==> config.mk <==
export PLATFORM = sky130hd
export DESIGN_NAME = pmel_power_mode
export DESIGN_NICKNAME = d
export VERILOG_FILES = /design/src/pmel_pkg.sv /design/src/pmel_power_mode.sv
export VERILOG_INCLUDE_DIRS = /design/src
export SDC_FILE = /design/constraint.sdc
export NUM_CORES = 1
export LEC_CHECK = 0
export BUFFER_PORTS_ARGS = -buffer_cell sky130_fd_sc_hd__clkbuf_2
export CELL_PAD_IN_SITES_DETAIL_PLACEMENT = 0
export CELL_PAD_IN_SITES_GLOBAL_PLACEMENT = 1
export CORE_ASPECT_RATIO = 0.9
export CORE_UTILIZATION = 47
export DETAILED_ROUTE_END_ITERATION = 10
export PLACE_DENSITY = 0.85
export SLEW_MARGIN = 10
export SYNTH_ARGS = -nofsm -noshare
export SYNTH_HDL_FRONTEND = slang
export SYNTH_SLANG_ARGS = --single-unit
export TNS_END_PERCENT = 20
==> constraint.sdc <==
create_clock -name pclk -period 7.9 [get_ports pclk]
set_clock_uncertainty 0.2 [all_clocks]
set_input_delay 0.79 -clock pclk [delete_from_list [all_inputs] [get_ports pclk]]
set_output_delay 0.79 -clock pclk [all_outputs]
set_load 0.05 [all_outputs]
==> src/pmel_map.svh <==
`ifndef PMEL_MAP_SVH
`define PMEL_MAP_SVH
// register word indices, byte address is four times the index
`define PMEL_IDX_MODE 10'h000
`define PMEL_IDX_STAT0 10'h001
`define PMEL_IDX_STAT1 10'h002
`define PMEL_IDX_FEN0 10'h003
`define PMEL_IDX_FEN1 10'h004
`define PMEL_IDX_DETCTL 10'h010
`define PMEL_IDX_ZXCFG 10'h011
`define PMEL_IDX_SAGTH 10'h012
`define PMEL_IDX_PLTH 10'h013
`define PMEL_IDX_NTH 10'h020
// partial measurement access window and special indices
`define PMEL_PM_LO 10'h014
`define PMEL_PM_HI 10'h01D
`define PMEL_SPC_A 10'h000
`define PMEL_SPC_B 10'h001
`define PMEL_SPC_C 10'h003
`define PMEL_SPC_D 10'h007
`define PMEL_SPC_E 10'h00E
`define PMEL_SPC_F 10'h00F
// field positions
`define PMEL_SAG_BIT 3
`define PMEL_NOV_BIT 15
// mode pin codes
`define PMEL_PINS_NORMAL 2'b11
`define PMEL_PINS_PARTIAL 2'b10
`define PMEL_PINS_DETECT 2'b01
`define PMEL_PINS_IDLE 2'b00
// reset values
`define PMEL_DETCTL_RST 6'h3F
`define PMEL_ZXCFG_RST 12'hA98
`define PMEL_SAGTH_RST 16'h0000
`define PMEL_PLTH_RST 16'h0000
`define PMEL_NTH_RST 16'hFFFF
// timing
`define PMEL_CLK_HZ 100000000
`define PMEL_SMP_HZ 8000
`define PMEL_WIN_MS 11
`define PMEL_SAG_MIN 3
`endif

==> src/pmel_pkg.sv <==
package pmel_pkg;
   typedef enum logic [1:0] {pm_idle, pm_detect, pm_partial, pm_normal} pmel_mode_t;

   typedef struct packed {
      logic en;
      logic [2:0] sel;
   } pmel_zx_field_t;

   typedef struct packed {
      logic volt_adc;
      logic neutral_adc;
      logic current_adc;
      logic core;
      logic current_det;
      logic pms;
      logic osc;
   } pmel_pwr_en_t;
endpackage : pmel_pkg

==> src/pmel_power_mode.sv <==
`timescale 1ns/1ps
`include "pmel_map.svh"
// Summary of operation
// - mode taken only from two select pins
// - normal: all blocks on but current detector
// - idle: measurement off, mode pins stay live
// - idle: serial pins inputs, outputs driven low
// - idle: oscillator off, crystal output low
// - detect: compare each phase against threshold
// - detect: any phase over latches first irq
// - detect: all phases over latch second irq
// - detect irqs cleared entering and leaving detect
// - detect pins as idle except irqs
// - per-phase pos/neg comparators, individually disabled
// - partial: measure one cycle, then first irq
// - partial: only listed registers are accessible
// - every mode change passes through idle
// - per-phase voltage/current zero crossing, configurable outputs
// - sag: two windows with under three hits
// - sag sets flag b3, irq if enabled
// - phase loss uses sag method, own threshold
// - lost phase disables its zero crossings
// - neutral over threshold sets b15, irq if enabled
module pmel_power_mode #(
   parameter int SAMPLE_DIV = `PMEL_CLK_HZ / `PMEL_SMP_HZ
) (
   // clock and reset
   input wire logic pclk,
   input wire logic presetn,
   // apb slave
   input wire logic psel,
   input wire logic penable,
   input wire logic pwrite,
   input wire logic [11:0] paddr,
   input wire logic [31:0] pwdata,
   output logic [31:0] prdata,
   output logic pready,
   output logic pslverr,
   // mode pins and analog pins
   input wire logic mode_select_hi,
   input wire logic mode_select_lo,
   input wire logic [2:0] cmp_pos,
   input wire logic [2:0] cmp_neg,
   input wire logic osc_in,
   // measurement path, same clock
   input wire logic [2:0][15:0] volt_abs,
   input wire logic [5:0] fund_sign,
   input wire logic pms_cur_sign,
   input wire logic [15:0] neutral_rms,
   input wire logic neutral_rms_vld,
   // core requests for gated pins
   input wire logic [3:0] cf_req,
   input wire logic warn_req,
   input wire logic [3:0] spi_oe_req,
   // pins and power control
   output logic zero_cross_out_0,
   output logic zero_cross_out_1,
   output logic zero_cross_out_2,
   output logic energy_pulse_out_1,
   output logic energy_pulse_out_2,
   output logic energy_pulse_out_3,
   output logic energy_pulse_out_4,
   output logic warning_pin,
   output logic first_interrupt_pin,
   output logic second_interrupt_pin,
   output logic crystal_out_pin,
   output logic [3:0] spi_oe,
   output logic [5:0] det_comp_en,
   output pmel_pkg::pmel_pwr_en_t pwr_en,
   output pmel_pkg::pmel_mode_t power_mode
);
   localparam int WIN_SAMPLES = `PMEL_WIN_MS * `PMEL_SMP_HZ / 1000;
   function automatic pmel_pkg::pmel_mode_t pins_to_mode(input logic [1:0] p);
      pins_to_mode = pmel_pkg::pm_idle;
      unique case (p)
         `PMEL_PINS_NORMAL: pins_to_mode = pmel_pkg::pm_normal;
         `PMEL_PINS_PARTIAL: pins_to_mode = pmel_pkg::pm_partial;
         `PMEL_PINS_DETECT: pins_to_mode = pmel_pkg::pm_detect;
         `PMEL_PINS_IDLE: pins_to_mode = pmel_pkg::pm_idle;
      endcase
   endfunction : pins_to_mode
   function automatic logic is_mapped(input logic [9:0] i);
      is_mapped = (i == `PMEL_IDX_MODE) || (i == `PMEL_IDX_STAT0) || (i == `PMEL_IDX_STAT1) ||
                  (i == `PMEL_IDX_FEN0) || (i == `PMEL_IDX_FEN1) || (i == `PMEL_IDX_DETCTL) ||
                  (i == `PMEL_IDX_ZXCFG) || (i == `PMEL_IDX_SAGTH) || (i == `PMEL_IDX_PLTH) ||
                  (i == `PMEL_IDX_NTH);
   endfunction : is_mapped
   function automatic logic pm_allowed(input logic [9:0] i);
      pm_allowed = (i >= `PMEL_PM_LO && i <= `PMEL_PM_HI) || (i == `PMEL_SPC_A) ||
                   (i == `PMEL_SPC_B) || (i == `PMEL_SPC_C) || (i == `PMEL_SPC_D) ||
                   (i == `PMEL_SPC_E) || (i == `PMEL_SPC_F);
   endfunction : pm_allowed
   // phase of a zero-crossing source, sources 6 and 7 fold onto phase a
   function automatic logic [1:0] zx_phase(input logic [2:0] s);
      zx_phase = (s < 3'h3) ? s[1:0] : ((s < 3'h6) ? 2'(s - 3'h3) : 2'h0);
   endfunction : zx_phase
   logic [1:0] pm_s1_q, pm_s2_q, pm_edges_q;
   logic [5:0] cmp_s1_q, cmp_s2_q, detctl_q;
   logic osc_s1_q, osc_s2_q, mode_chg, is_norm, is_det, is_part, det_first_interrupt_pin_q, det_second_interrupt_pin_q, pms_sign_q;
   logic pm_done, smp_stb, win_end, stat0_sag_q, stat1_nov_q, fen0_q, fen1_q, acc, reg_ok, wr_en;
   pmel_pkg::pmel_mode_t mode_q, mode_d, pin_mode;
   logic [2:0] exceed, sag_prev_q, pl_prev_q, phase_lost_q, sag_evt, zx_q;
   logic [13:0] smp_cnt_q;
   logic [7:0] win_cnt_q;
   logic [1:0] sag_cnt_q [3], pl_cnt_q [3];
   pmel_pkg::pmel_zx_field_t [2:0] zxcfg_q;
   logic [15:0] sagth_q, plth_q, nth_q;
   logic [9:0] idx;
   logic [31:0] rd_data;
   ////////////////////////////////////////////////////////////////////////////////////////////
   // synchronisers; the host keeps every input at a valid level even in idle
   // valid input levels
   always_ff @(posedge pclk or negedge presetn) begin
      if (!presetn) begin
         {pm_s1_q, pm_s2_q, cmp_s1_q, cmp_s2_q, osc_s1_q, osc_s2_q} <= 18'h0_0000;
      end else begin
         pm_s1_q <= {mode_select_hi, mode_select_lo};
         pm_s2_q <= pm_s1_q;
         cmp_s1_q <= {cmp_neg, cmp_pos};
         cmp_s2_q <= cmp_s1_q;
         osc_s1_q <= osc_in;
         osc_s2_q <= osc_s1_q;
      end
   end
   ////////////////////////////////////////////////////////////////////////////////////////////
   // power mode
   always_comb begin
      pin_mode = pins_to_mode(pm_s2_q);
      mode_d = pin_mode;
      if (mode_q != pmel_pkg::pm_idle && pin_mode != pmel_pkg::pm_idle && pin_mode != mode_q) begin
         mode_d = pmel_pkg::pm_idle;
      end
   end
   assign mode_chg = (mode_d != mode_q);
   assign is_norm = (mode_q == pmel_pkg::pm_normal);
   assign is_det = (mode_q == pmel_pkg::pm_detect);
   assign is_part = (mode_q == pmel_pkg::pm_partial);
   assign power_mode = mode_q;
   always_ff @(posedge pclk or negedge presetn) begin
      if (!presetn) begin
         mode_q <= pmel_pkg::pm_idle;
      end else begin
         mode_q <= mode_d;
      end
   end
   ////////////////////////////////////////////////////////////////////////////////////////////
   // current detector
   // per-side comparator enables
   assign exceed = (cmp_s2_q[2:0] & detctl_q[2:0]) | (cmp_s2_q[5:3] & detctl_q[5:3]);
   always_ff @(posedge pclk or negedge presetn) begin
      if (!presetn) begin
         {det_first_interrupt_pin_q, det_second_interrupt_pin_q} <= 2'h0;
      end else if (mode_chg) begin
         {det_first_interrupt_pin_q, det_second_interrupt_pin_q} <= 2'h0;
      end else if (is_det) begin
         if (|exceed) begin
            det_first_interrupt_pin_q <= 1'b1;
         end
         if (&exceed) begin
            det_second_interrupt_pin_q <= 1'b1;
         end
      end
   end
   ////////////////////////////////////////////////////////////////////////////////////////////
   // partial measurement: one full line cycle spans two rising current crossings
   always_ff @(posedge pclk or negedge presetn) begin
      if (!presetn) begin
         pms_sign_q <= 1'b0;
         pm_edges_q <= 2'h0;
      end else begin
         pms_sign_q <= pms_cur_sign;
         if (mode_chg || !is_part) begin
            pm_edges_q <= 2'h0;
         end else if (pms_cur_sign && !pms_sign_q && pm_edges_q != 2'h2) begin
            pm_edges_q <= pm_edges_q + 2'h1;
         end
      end
   end
   assign pm_done = (pm_edges_q == 2'h2);
   ////////////////////////////////////////////////////////////////////////////////////////////
   // 8 kHz sample strobe and 11 ms window, running in normal mode only
   assign smp_stb = is_norm && (smp_cnt_q == 14'(SAMPLE_DIV - 1));
   assign win_end = (win_cnt_q == 8'(WIN_SAMPLES - 1));
   always_ff @(posedge pclk or negedge presetn) begin
      if (!presetn) begin
         smp_cnt_q <= 14'h0000;
         win_cnt_q <= 8'h00;
      end else if (!is_norm) begin
         smp_cnt_q <= 14'h0000;
         win_cnt_q <= 8'h00;
      end else if (smp_stb) begin
         smp_cnt_q <= 14'h0000;
         win_cnt_q <= win_end ? 8'h00 : win_cnt_q + 8'h01;
      end else begin
         smp_cnt_q <= smp_cnt_q + 14'h0001;
      end
   end
   for (genvar g = 0; g < 3; g++) begin : g_phase
      logic sag_hit, pl_hit, sag_low, pl_low;
      logic [1:0] sag_nx, pl_nx;
      assign sag_hit = volt_abs[g] > sagth_q;
      assign pl_hit = volt_abs[g] > plth_q;
      assign sag_nx = (sag_cnt_q[g] == 2'h3) ? 2'h3 : sag_cnt_q[g] + {1'b0, sag_hit};
      assign pl_nx = (pl_cnt_q[g] == 2'h3) ? 2'h3 : pl_cnt_q[g] + {1'b0, pl_hit};
      assign sag_low = (sag_nx < 2'(`PMEL_SAG_MIN));
      assign pl_low = (pl_nx < 2'(`PMEL_SAG_MIN));
      assign sag_evt[g] = smp_stb && win_end && sag_low && sag_prev_q[g];
      always_ff @(posedge pclk or negedge presetn) begin
         if (!presetn) begin
            {sag_cnt_q[g], pl_cnt_q[g], sag_prev_q[g], pl_prev_q[g], phase_lost_q[g]} <= 7'h00;
         end else if (!is_norm) begin
            {sag_cnt_q[g], pl_cnt_q[g], sag_prev_q[g], pl_prev_q[g], phase_lost_q[g]} <= 7'h00;
         end else if (smp_stb) begin
            sag_cnt_q[g] <= win_end ? 2'h0 : sag_nx;
            pl_cnt_q[g] <= win_end ? 2'h0 : pl_nx;
            if (win_end) begin
               sag_prev_q[g] <= sag_low;
               pl_prev_q[g] <= pl_low;
               phase_lost_q[g] <= pl_low && pl_prev_q[g];
            end
         end
      end
      always_ff @(posedge pclk or negedge presetn) begin
         if (!presetn) begin
            zx_q[g] <= 1'b0;
         end else begin
            zx_q[g] <= is_norm && zxcfg_q[g].en && zxcfg_q[g].sel < 3'h6 &&
                       !phase_lost_q[zx_phase(zxcfg_q[g].sel)] && fund_sign[zxcfg_q[g].sel];
         end
      end
   end
   ////////////////////////////////////////////////////////////////////////////////////////////
   // event flags; a set in the cycle of a clear wins
   always_ff @(posedge pclk or negedge presetn) begin
      if (!presetn) begin
         {stat0_sag_q, stat1_nov_q} <= 2'h0;
      end else begin
         if (|sag_evt) begin
            stat0_sag_q <= 1'b1;
         end else if (wr_en && idx == `PMEL_IDX_STAT0 && pwdata[`PMEL_SAG_BIT]) begin
            stat0_sag_q <= 1'b0;
         end
         if (is_norm && neutral_rms_vld && neutral_rms > nth_q) begin
            stat1_nov_q <= 1'b1;
         end else if (wr_en && idx == `PMEL_IDX_STAT1 && pwdata[`PMEL_NOV_BIT]) begin
            stat1_nov_q <= 1'b0;
         end
      end
   end
   ////////////////////////////////////////////////////////////////////////////////////////////
   // pin gating; detect keeps idle pin states apart from the irqs
   always_ff @(posedge pclk or negedge presetn) begin
      if (!presetn) begin
         {first_interrupt_pin, second_interrupt_pin, warning_pin, crystal_out_pin} <= 4'h0;
         {energy_pulse_out_4, energy_pulse_out_3, energy_pulse_out_2, energy_pulse_out_1} <= 4'h0;
         {spi_oe, det_comp_en} <= 10'h000;
         pwr_en <= '0;
      end else begin
         first_interrupt_pin <= (is_det && det_first_interrupt_pin_q) || (is_part && pm_done) ||
                                (is_norm && stat0_sag_q && fen0_q);
         second_interrupt_pin <= (is_det && det_second_interrupt_pin_q) || (is_norm && stat1_nov_q && fen1_q);
         {energy_pulse_out_4, energy_pulse_out_3, energy_pulse_out_2, energy_pulse_out_1} <=
            is_norm ? cf_req : 4'h0;
         warning_pin <= is_norm && warn_req;
         spi_oe <= (is_norm || is_part) ? spi_oe_req : 4'h0;
         crystal_out_pin <= (is_norm || is_part) && osc_s2_q;
         det_comp_en <= is_det ? detctl_q : 6'h00;
         pwr_en.volt_adc <= is_norm;
         pwr_en.neutral_adc <= is_norm;
         pwr_en.current_adc <= is_norm || is_part;
         pwr_en.core <= is_norm;
         pwr_en.current_det <= is_det;
         pwr_en.pms <= is_norm || is_part;
         pwr_en.osc <= is_norm || is_part;
      end
   end
   assign zero_cross_out_0 = zx_q[0];
   assign zero_cross_out_1 = zx_q[1];
   assign zero_cross_out_2 = zx_q[2];
   ////////////////////////////////////////////////////////////////////////////////////////////
   // apb slave; read data is captured in setup so access completes without wait
   assign idx = paddr[11:2];
   assign acc = psel && penable;
   assign reg_ok = is_mapped(idx) && (is_norm || (is_part && pm_allowed(idx)));
   assign wr_en = acc && pwrite && reg_ok;
   assign pready = 1'b1;
   assign pslverr = acc && !reg_ok;
   always_comb begin
      rd_data = 32'h0000_0000;
      unique case (idx)
         `PMEL_IDX_MODE: rd_data[3:0] = {mode_q, pm_s2_q};
         `PMEL_IDX_STAT0: rd_data[`PMEL_SAG_BIT:0] = {stat0_sag_q, phase_lost_q};
         `PMEL_IDX_STAT1: rd_data[`PMEL_NOV_BIT] = stat1_nov_q;
         `PMEL_IDX_FEN0: rd_data[`PMEL_SAG_BIT] = fen0_q;
         `PMEL_IDX_FEN1: rd_data[`PMEL_NOV_BIT] = fen1_q;
         `PMEL_IDX_DETCTL: rd_data[5:0] = detctl_q;
         `PMEL_IDX_ZXCFG: rd_data[11:0] = zxcfg_q;
         `PMEL_IDX_SAGTH: rd_data[15:0] = sagth_q;
         `PMEL_IDX_PLTH: rd_data[15:0] = plth_q;
         `PMEL_IDX_NTH: rd_data[15:0] = nth_q;
         default: rd_data = 32'h0000_0000;
      endcase
   end
   always_ff @(posedge pclk or negedge presetn) begin
      if (!presetn) begin
         prdata <= 32'h0000_0000;
      end else if (psel && !penable) begin
         prdata <= (!pwrite && reg_ok) ? rd_data : 32'h0000_0000;
      end
   end
   always_ff @(posedge pclk or negedge presetn) begin
      if (!presetn) begin
         {fen0_q, fen1_q} <= 2'h0;
         detctl_q <= `PMEL_DETCTL_RST;
         zxcfg_q <= `PMEL_ZXCFG_RST;
         sagth_q <= `PMEL_SAGTH_RST;
         plth_q <= `PMEL_PLTH_RST;
         nth_q <= `PMEL_NTH_RST;
      end else if (wr_en) begin
         unique case (idx)
            `PMEL_IDX_FEN0: fen0_q <= pwdata[`PMEL_SAG_BIT];
            `PMEL_IDX_FEN1: fen1_q <= pwdata[`PMEL_NOV_BIT];
            `PMEL_IDX_DETCTL: detctl_q <= pwdata[5:0];
            `PMEL_IDX_ZXCFG: zxcfg_q <= pwdata[11:0];
            `PMEL_IDX_SAGTH: sagth_q <= pwdata[15:0];
            `PMEL_IDX_PLTH: plth_q <= pwdata[15:0];
            `PMEL_IDX_NTH: nth_q <= pwdata[15:0];
            default: ;
         endcase
      end
   end
endmodule : pmel_power_mode

-- Word level (Yosys, flattened, before mapping)
Cells that the tools add are included.
- flip-flop bits (word level): 194
- output and inout port bits: 64
- word-level logic and storage cells: 334
- $add $sub $neg: 12
- $lt $le $gt $ge: 27
- equality and inequality tests: 32
- muxes and demuxes: 98
- bitwise gates (word level): 3
- reduce and logical (&&, ||, !) cells: 103
- operators by type and width (cell ; number):
    $gt 16x16->1 ; 7
    $mux 2 ; 33
    $logic_and 1x1->1 ; 51
    $mux 1 ; 43
    $eq 10x5->1 const B ; 4
    $mux 14 ; 2
    $mux 8 ; 3
    $pmux 6 s4 ; 1
    $eq 2x2->1 const B ; 11
    $logic_or 1x1->1 ; 21
    $pmux 3 s7 ; 1
    $eq 10x2->1 const B ; 2
    $eq 10x3->1 const B ; 2
    $eq 10x4->1 const B ; 2
    $reduce_and 2->1 ; 10
    $mux 16 ; 1
    $reduce_bool 2->1 ; 8
    $add 14x1->14 const B ; 1
    $eq 14x14->1 const B ; 1
    $add 2x1->2 ; 6
    $lt 2x2->1 const B ; 6
    $lt 3x4->1 const B ; 3
    $eq 10x1->1 const B ; 1
    $eq 10x6->1 const B ; 1
    other kinds (29) ; 54

-- Logic depth before layout (Yosys ltp)
- word-level depth: 16
- mapped depth: 13

-- Least setup slack after synthesis
OpenSTA, ideal clock, no wires.
- path kind: input to output
- from: input port paddr[5]
- to: output port pslverr
- arrival: 2.653 ns
- data required time: 6.910 ns
- slack: 4.257 ns
- stages: 6
- path buffers: 1
- cell sequence: clkbuf_1 > and3_1 > o21ai_1 > a31oi_4 > nor3_1 > a21oi_1
- cells in the longest elaborated chain, start to end: 13
- ends and longest elaborated chain (what ; line ; RTL):
    start: declaration ; pmel_power_mode.sv:34 ; input wire logic [11:0] paddr,
    $ge 10x5->1 (no source line) (tied with other cells) ; - ;
    $logic_and 1x1->1 (no source line) / $logic_or 1x1->1 (equally long branches) ; - ;
    $logic_or 1x1->1 (on tied branches) (6 in series) ; pmel_power_mode.sv:89, pmel_power_mode.sv:83 ;
    $logic_and 1x1->1 / $logic_or 1x1->1 (equally long branches) ; pmel_power_mode.sv:284, pmel_power_mode.sv:83 ;
    $logic_or 1x1->1 (on tied branches) ; pmel_power_mode.sv:284, pmel_power_mode.sv:83 ;
    $logic_and 1x1->1 * ; pmel_power_mode.sv:284 ; assign reg_ok = is_mapped(idx) && (is_norm || (is_part && pm_allowed(idx)));
    $logic_not 1->1 * ; pmel_power_mode.sv:287 ; assign pslverr = acc && !reg_ok;
    $logic_and 1x1->1 * ; pmel_power_mode.sv:287 ;
    end: declaration ; pmel_power_mode.sv:38 ; output logic pslverr,
Mark *: on every way between the ends. The rest lies on a longest branch, timed or not.

-- Worst setup path after layout
- from: input port paddr[2]
- to: register nth_q[14]
- cells in the longest elaborated chain, start to end: 13
- ends and longest elaborated chain (what ; line ; RTL):
    $ge 10x5->1 (no source line) (tied with other cells) ; - ;
    $logic_and 1x1->1 (no source line) / $logic_or 1x1->1 (equally long branches) ; - ;
    $logic_or 1x1->1 (on tied branches) (6 in series) ; pmel_power_mode.sv:89, pmel_power_mode.sv:83 ;
    $logic_and 1x1->1 / $logic_or 1x1->1 (equally long branches) ; pmel_power_mode.sv:284, pmel_power_mode.sv:83 ;
    $logic_or 1x1->1 (on tied branches) ; pmel_power_mode.sv:284, pmel_power_mode.sv:83 ;
    $logic_and 1x1->1 ; pmel_power_mode.sv:284 ;
    $logic_and 1x1->1 ; pmel_power_mode.sv:285 ; assign wr_en = acc && pwrite && reg_ok;
    $reduce_and 2->1 (no source line) * ; - ;
    end signal: assignment ; pmel_power_mode.sv:318 ; nth_q <= `PMEL_NTH_RST;
    end signal: assignment ; pmel_power_mode.sv:327 ; `PMEL_IDX_NTH: nth_q <= pwdata[15:0];
    end: declaration ; pmel_power_mode.sv:107 ; logic [15:0] sagth_q, plth_q, nth_q;
Marked as above.
A chain may end at the register's enable or synchronous reset.

==> metrics.txt <==
CTS buffer count 17; FF-to-FF Start sagth_q[9]; TritonCTS clock tree done; WL per Instance 18.1 um; routability cong. 0.895; RSZ-0062 raised after global routing false; share of cells above drive strength 1 27.1%; Final Cycle Share 49.9%; number of global-route vias before repair 8059; met3 track demand over resource 5.43%; status finished clean; Yosys cell types 71; CP max FO 21; Post-synth EDFFs 0; Clock transition at path regs 0.07 ns; power density cells 167 nW/um^2; total power 2080 uW; Post-CTS Hold Fix Bufs 0; area grow syn2layout 14.7%; relative slew slack 23.8%; Max Clk Rate 0.253 GHz; worst slew pin tran 1.13 ns; Gate Count Post-Synth 1045; final setup TNS 0 ns; gr usage total 23.5%; post-CTS sizing 0; Worst R2R Setup Slack 4.49 ns; Ant. Diodes 0; met2 usage 36.0%; most used routing layer met2; Final HPWL DP 21100 um; # nets final 1458; CORE AREA 22600 um^2; # DRC 0; fill count 1987; Lkg Pwr 0.00591 uW; drt pass-1 iters 5; site row count 52; Worst Path Required 8.05 ns; minimum clock period 3.95 ns; Crit Path Category input pin to flop; multi-input logic area 5920 um^2; GRT Residual Overflow 0; IR drop worst, VDD 0.000130 V; FF+latch area 4490 um^2; Comb power frac 13.7%; initial antenna violation count 0; Top-Level Pins 203; ys async rst share 100%; Netlist Area Pre-Place 10900 um^2; first-pass GRT wire length 43000 um; Pins Over Slew Limit 0; Clk pwr share 41.1%; Reg power frac 45.2%; count of final hold-check violations 0; clock latency on the worst-skew pair 0.43 ns; Root Driver clkbuf_16; internal power 1500 uW; Setup crit end kind flop; die extent in x 163 um; utilization after layout 55.3%; pin count of the biggest net entering global routing 66; yosys warns 0; clock sinks 178; Critical Path Source Type input pin; FF-to-FF End stat0_sag_q; antenna-violating nets left 0; die footprint 23800 um^2; sequential cell area fraction in the yosys report 41.1%; Starting DRT DRC Count 672; Synth Flop Type dfrtp_1; switching share of power 27.9%; clk buf depth 2; #FFs+latches synth 178; # port buffers 167; Critical path origin paddr[2]; switching pwr 581 uW; buffer count from post-CTS setup fixing 0; number of max-cap violations 0; R2R cell count 13; Post-Route WL 27400 um; post-DR vias/cell 5.62; vias 8479; CTS H-tree depth 4; M1 GR Usage 33.2%; Starting Density 48.2%; Synth Area per Inst 10.4 um^2; chip height 147 um; Final setup viols 0; Critical Path AT 4.09 ns; Hold Path Class input pin to async pin
state kept, by name, indices dropped and copies added (netlist names), 6 cells and up:
name	flops
nth_q	16
plth_q	16
prdata	16
sagth_q	16
smp_cnt_q	14
zxcfg_q	12
win_cnt_q	8
cmp_s1_q	6
cmp_s2_q	6
det_comp_en	6
detctl_q	6
pl_cnt_q	6
sag_cnt_q	6
per-stage QoR:
| stage | worst slack (ns) | cells | cell area [um^2] | hold slack [ns] |
|---|---|---|---|---|
| 2_1_floorplan | 4.26 | 1060 | 11000 | 0.131 |
| 3_3_place_gp | 3.69 | 1476 | 11900 | 0.131 |
| 3_5_place_dp | 3.62 | 1476 | 11900 | 0.135 |
| 4_1_cts | 4.01 | 1508 | 12500 | 0.150 |
| 5_1_grt | 3.83 | 1508 | 12500 | 0.160 |
| 6_report | 3.95 | 1508 | 12500 | 0.125 |
logic make-up (layout without fill, tap and decap cells):
kind of cell | after synthesis | in the layout | share of synthesized area (%)
AND/OR/NAND/NOR | 273 | 273 | 13.8
AO/OA/AOI/OAI | 235 | 235 | 14.4
flip-flops | 178 | 178 | 41.1
adder cells (fa/ha/maj) | 121 | 121 | 13.9
buffers and inverters | 121 | 272 | 5.15
multiplexers | 95 | 95 | 9.99
XOR/XNOR | 20 | 20 | 1.61
other | 2 | 17 | 0.0689
power by group through the flow:
stage	sequential, uW	clock [uW]	combinational, uW
floorplan	992	0	149
CTS	942	869	286
finish	942	855	286
global route	944	907	315
global placement	958	0	280
detailed placement	958	0	284
critical path, stage by stage:
cell	delay (ns)
clkbuf_2	0.36
or4_1	0.68
nor2_1	0.31
and3b_1	0.61
nor3b_4	0.91
mux2_2	0.42
cell usage after synthesis, drive strengths merged (5+ instances only):
| master | instances | area share (%) |
|---|---|---|
| dfrtp | 151 | 35 |
| ha | 121 | 14 |
| mux2 | 81 | 8.4 |
| a21oi | 74 | 3.4 |
| nor2 | 68 | 2.5 |
| inv | 66 | 2.3 |
| nand2 | 51 | 1.8 |
| o21ai | 34 | 1.6 |
| buf | 28 | 2.0 |
| nand4 | 28 | 1.6 |
| a21o | 27 | 1.9 |
| clkbuf | 27 | 0.93 |
| dfstp | 27 | 6.5 |
| nand3 | 23 | 1.1 |
| and3 | 18 | 1.0 |
| and2 | 16 | 0.92 |
| nor2b | 15 | 0.86 |
| a211oi | 14 | 0.96 |
| a22o | 14 | 1.1 |
| mux2i | 11 | 1.0 |
| nand2b | 11 | 0.63 |
| xor2 | 11 | 0.88 |
| a221oi | 9 | 0.72 |
| xnor2 | 9 | 0.72 |
| nor3 | 8 | 0.47 |
| nor3b | 7 | 0.59 |
| o211ai | 7 | 0.48 |
| nor4 | 6 | 0.54 |
| o22ai | 6 | 0.34 |
| a2111oi | 5 | 0.40 |
| a22oi | 5 | 0.34 |
| o21a | 5 | 0.34 |
| o21bai | 5 | 0.34 |
| o2bb2ai | 5 | 0.40 |
placed cells by master, fill, tap and decap left out, types with 17 or more instances in the layout:
| cell type | Yosys | final |
|---|---|---|
| nor2_1 | 67 | 67 |
| clkbuf_16 | 0 | 17 |
| dfstp_2 | 27 | 27 |
| nand3_1 | 23 | 23 |
| and3_1 | 18 | 18 |
| a21o_1 | 27 | 27 |
| conb_1 | 2 | 17 |
| o21ai_0 | 33 | 33 |
| nand4_1 | 28 | 28 |
| a21oi_1 | 74 | 74 |
| dfrtp_1 | 151 | 151 |
| nand2_1 | 51 | 51 |
| inv_1 | 66 | 66 |
| ha_1 | 121 | 121 |
| mux2_2 | 81 | 81 |
| clkbuf_2 | 0 | 166 |
final cells by class:
cell class	count	share of cell area, %
Clock inverter	12	1.17
Multi-Input combinational cell	761	47.3
Sequential cell	178	35.9
Tap cell	297	2.97
Timing Repair Buffer	174	7.15
Inverter	66	1.98
Clock buffer	20	3.57
metal layers:
layer  part of all wire, %  vias up
li1                      -     4094
met1                    46     4074
met2                    46      276
met3                   7.1       35
met4                   1.8        0
met5                     0        -
worst max path at each step:
stage | end | slack [ns] | cells after the start
4_1_cts | nth_q[14] | 4.01 | 6
5_1_grt | nth_q[14] | 3.83 | 6
6_report | nth_q[14] | 3.95 | 6
2_1_floorplan | pslverr | 4.26 | 6
3_3_place_gp | nth_q[1] | 3.69 | 6
3_5_place_dp | nth_q[14] | 3.62 | 6
Power figures use the tool's default switching activity.
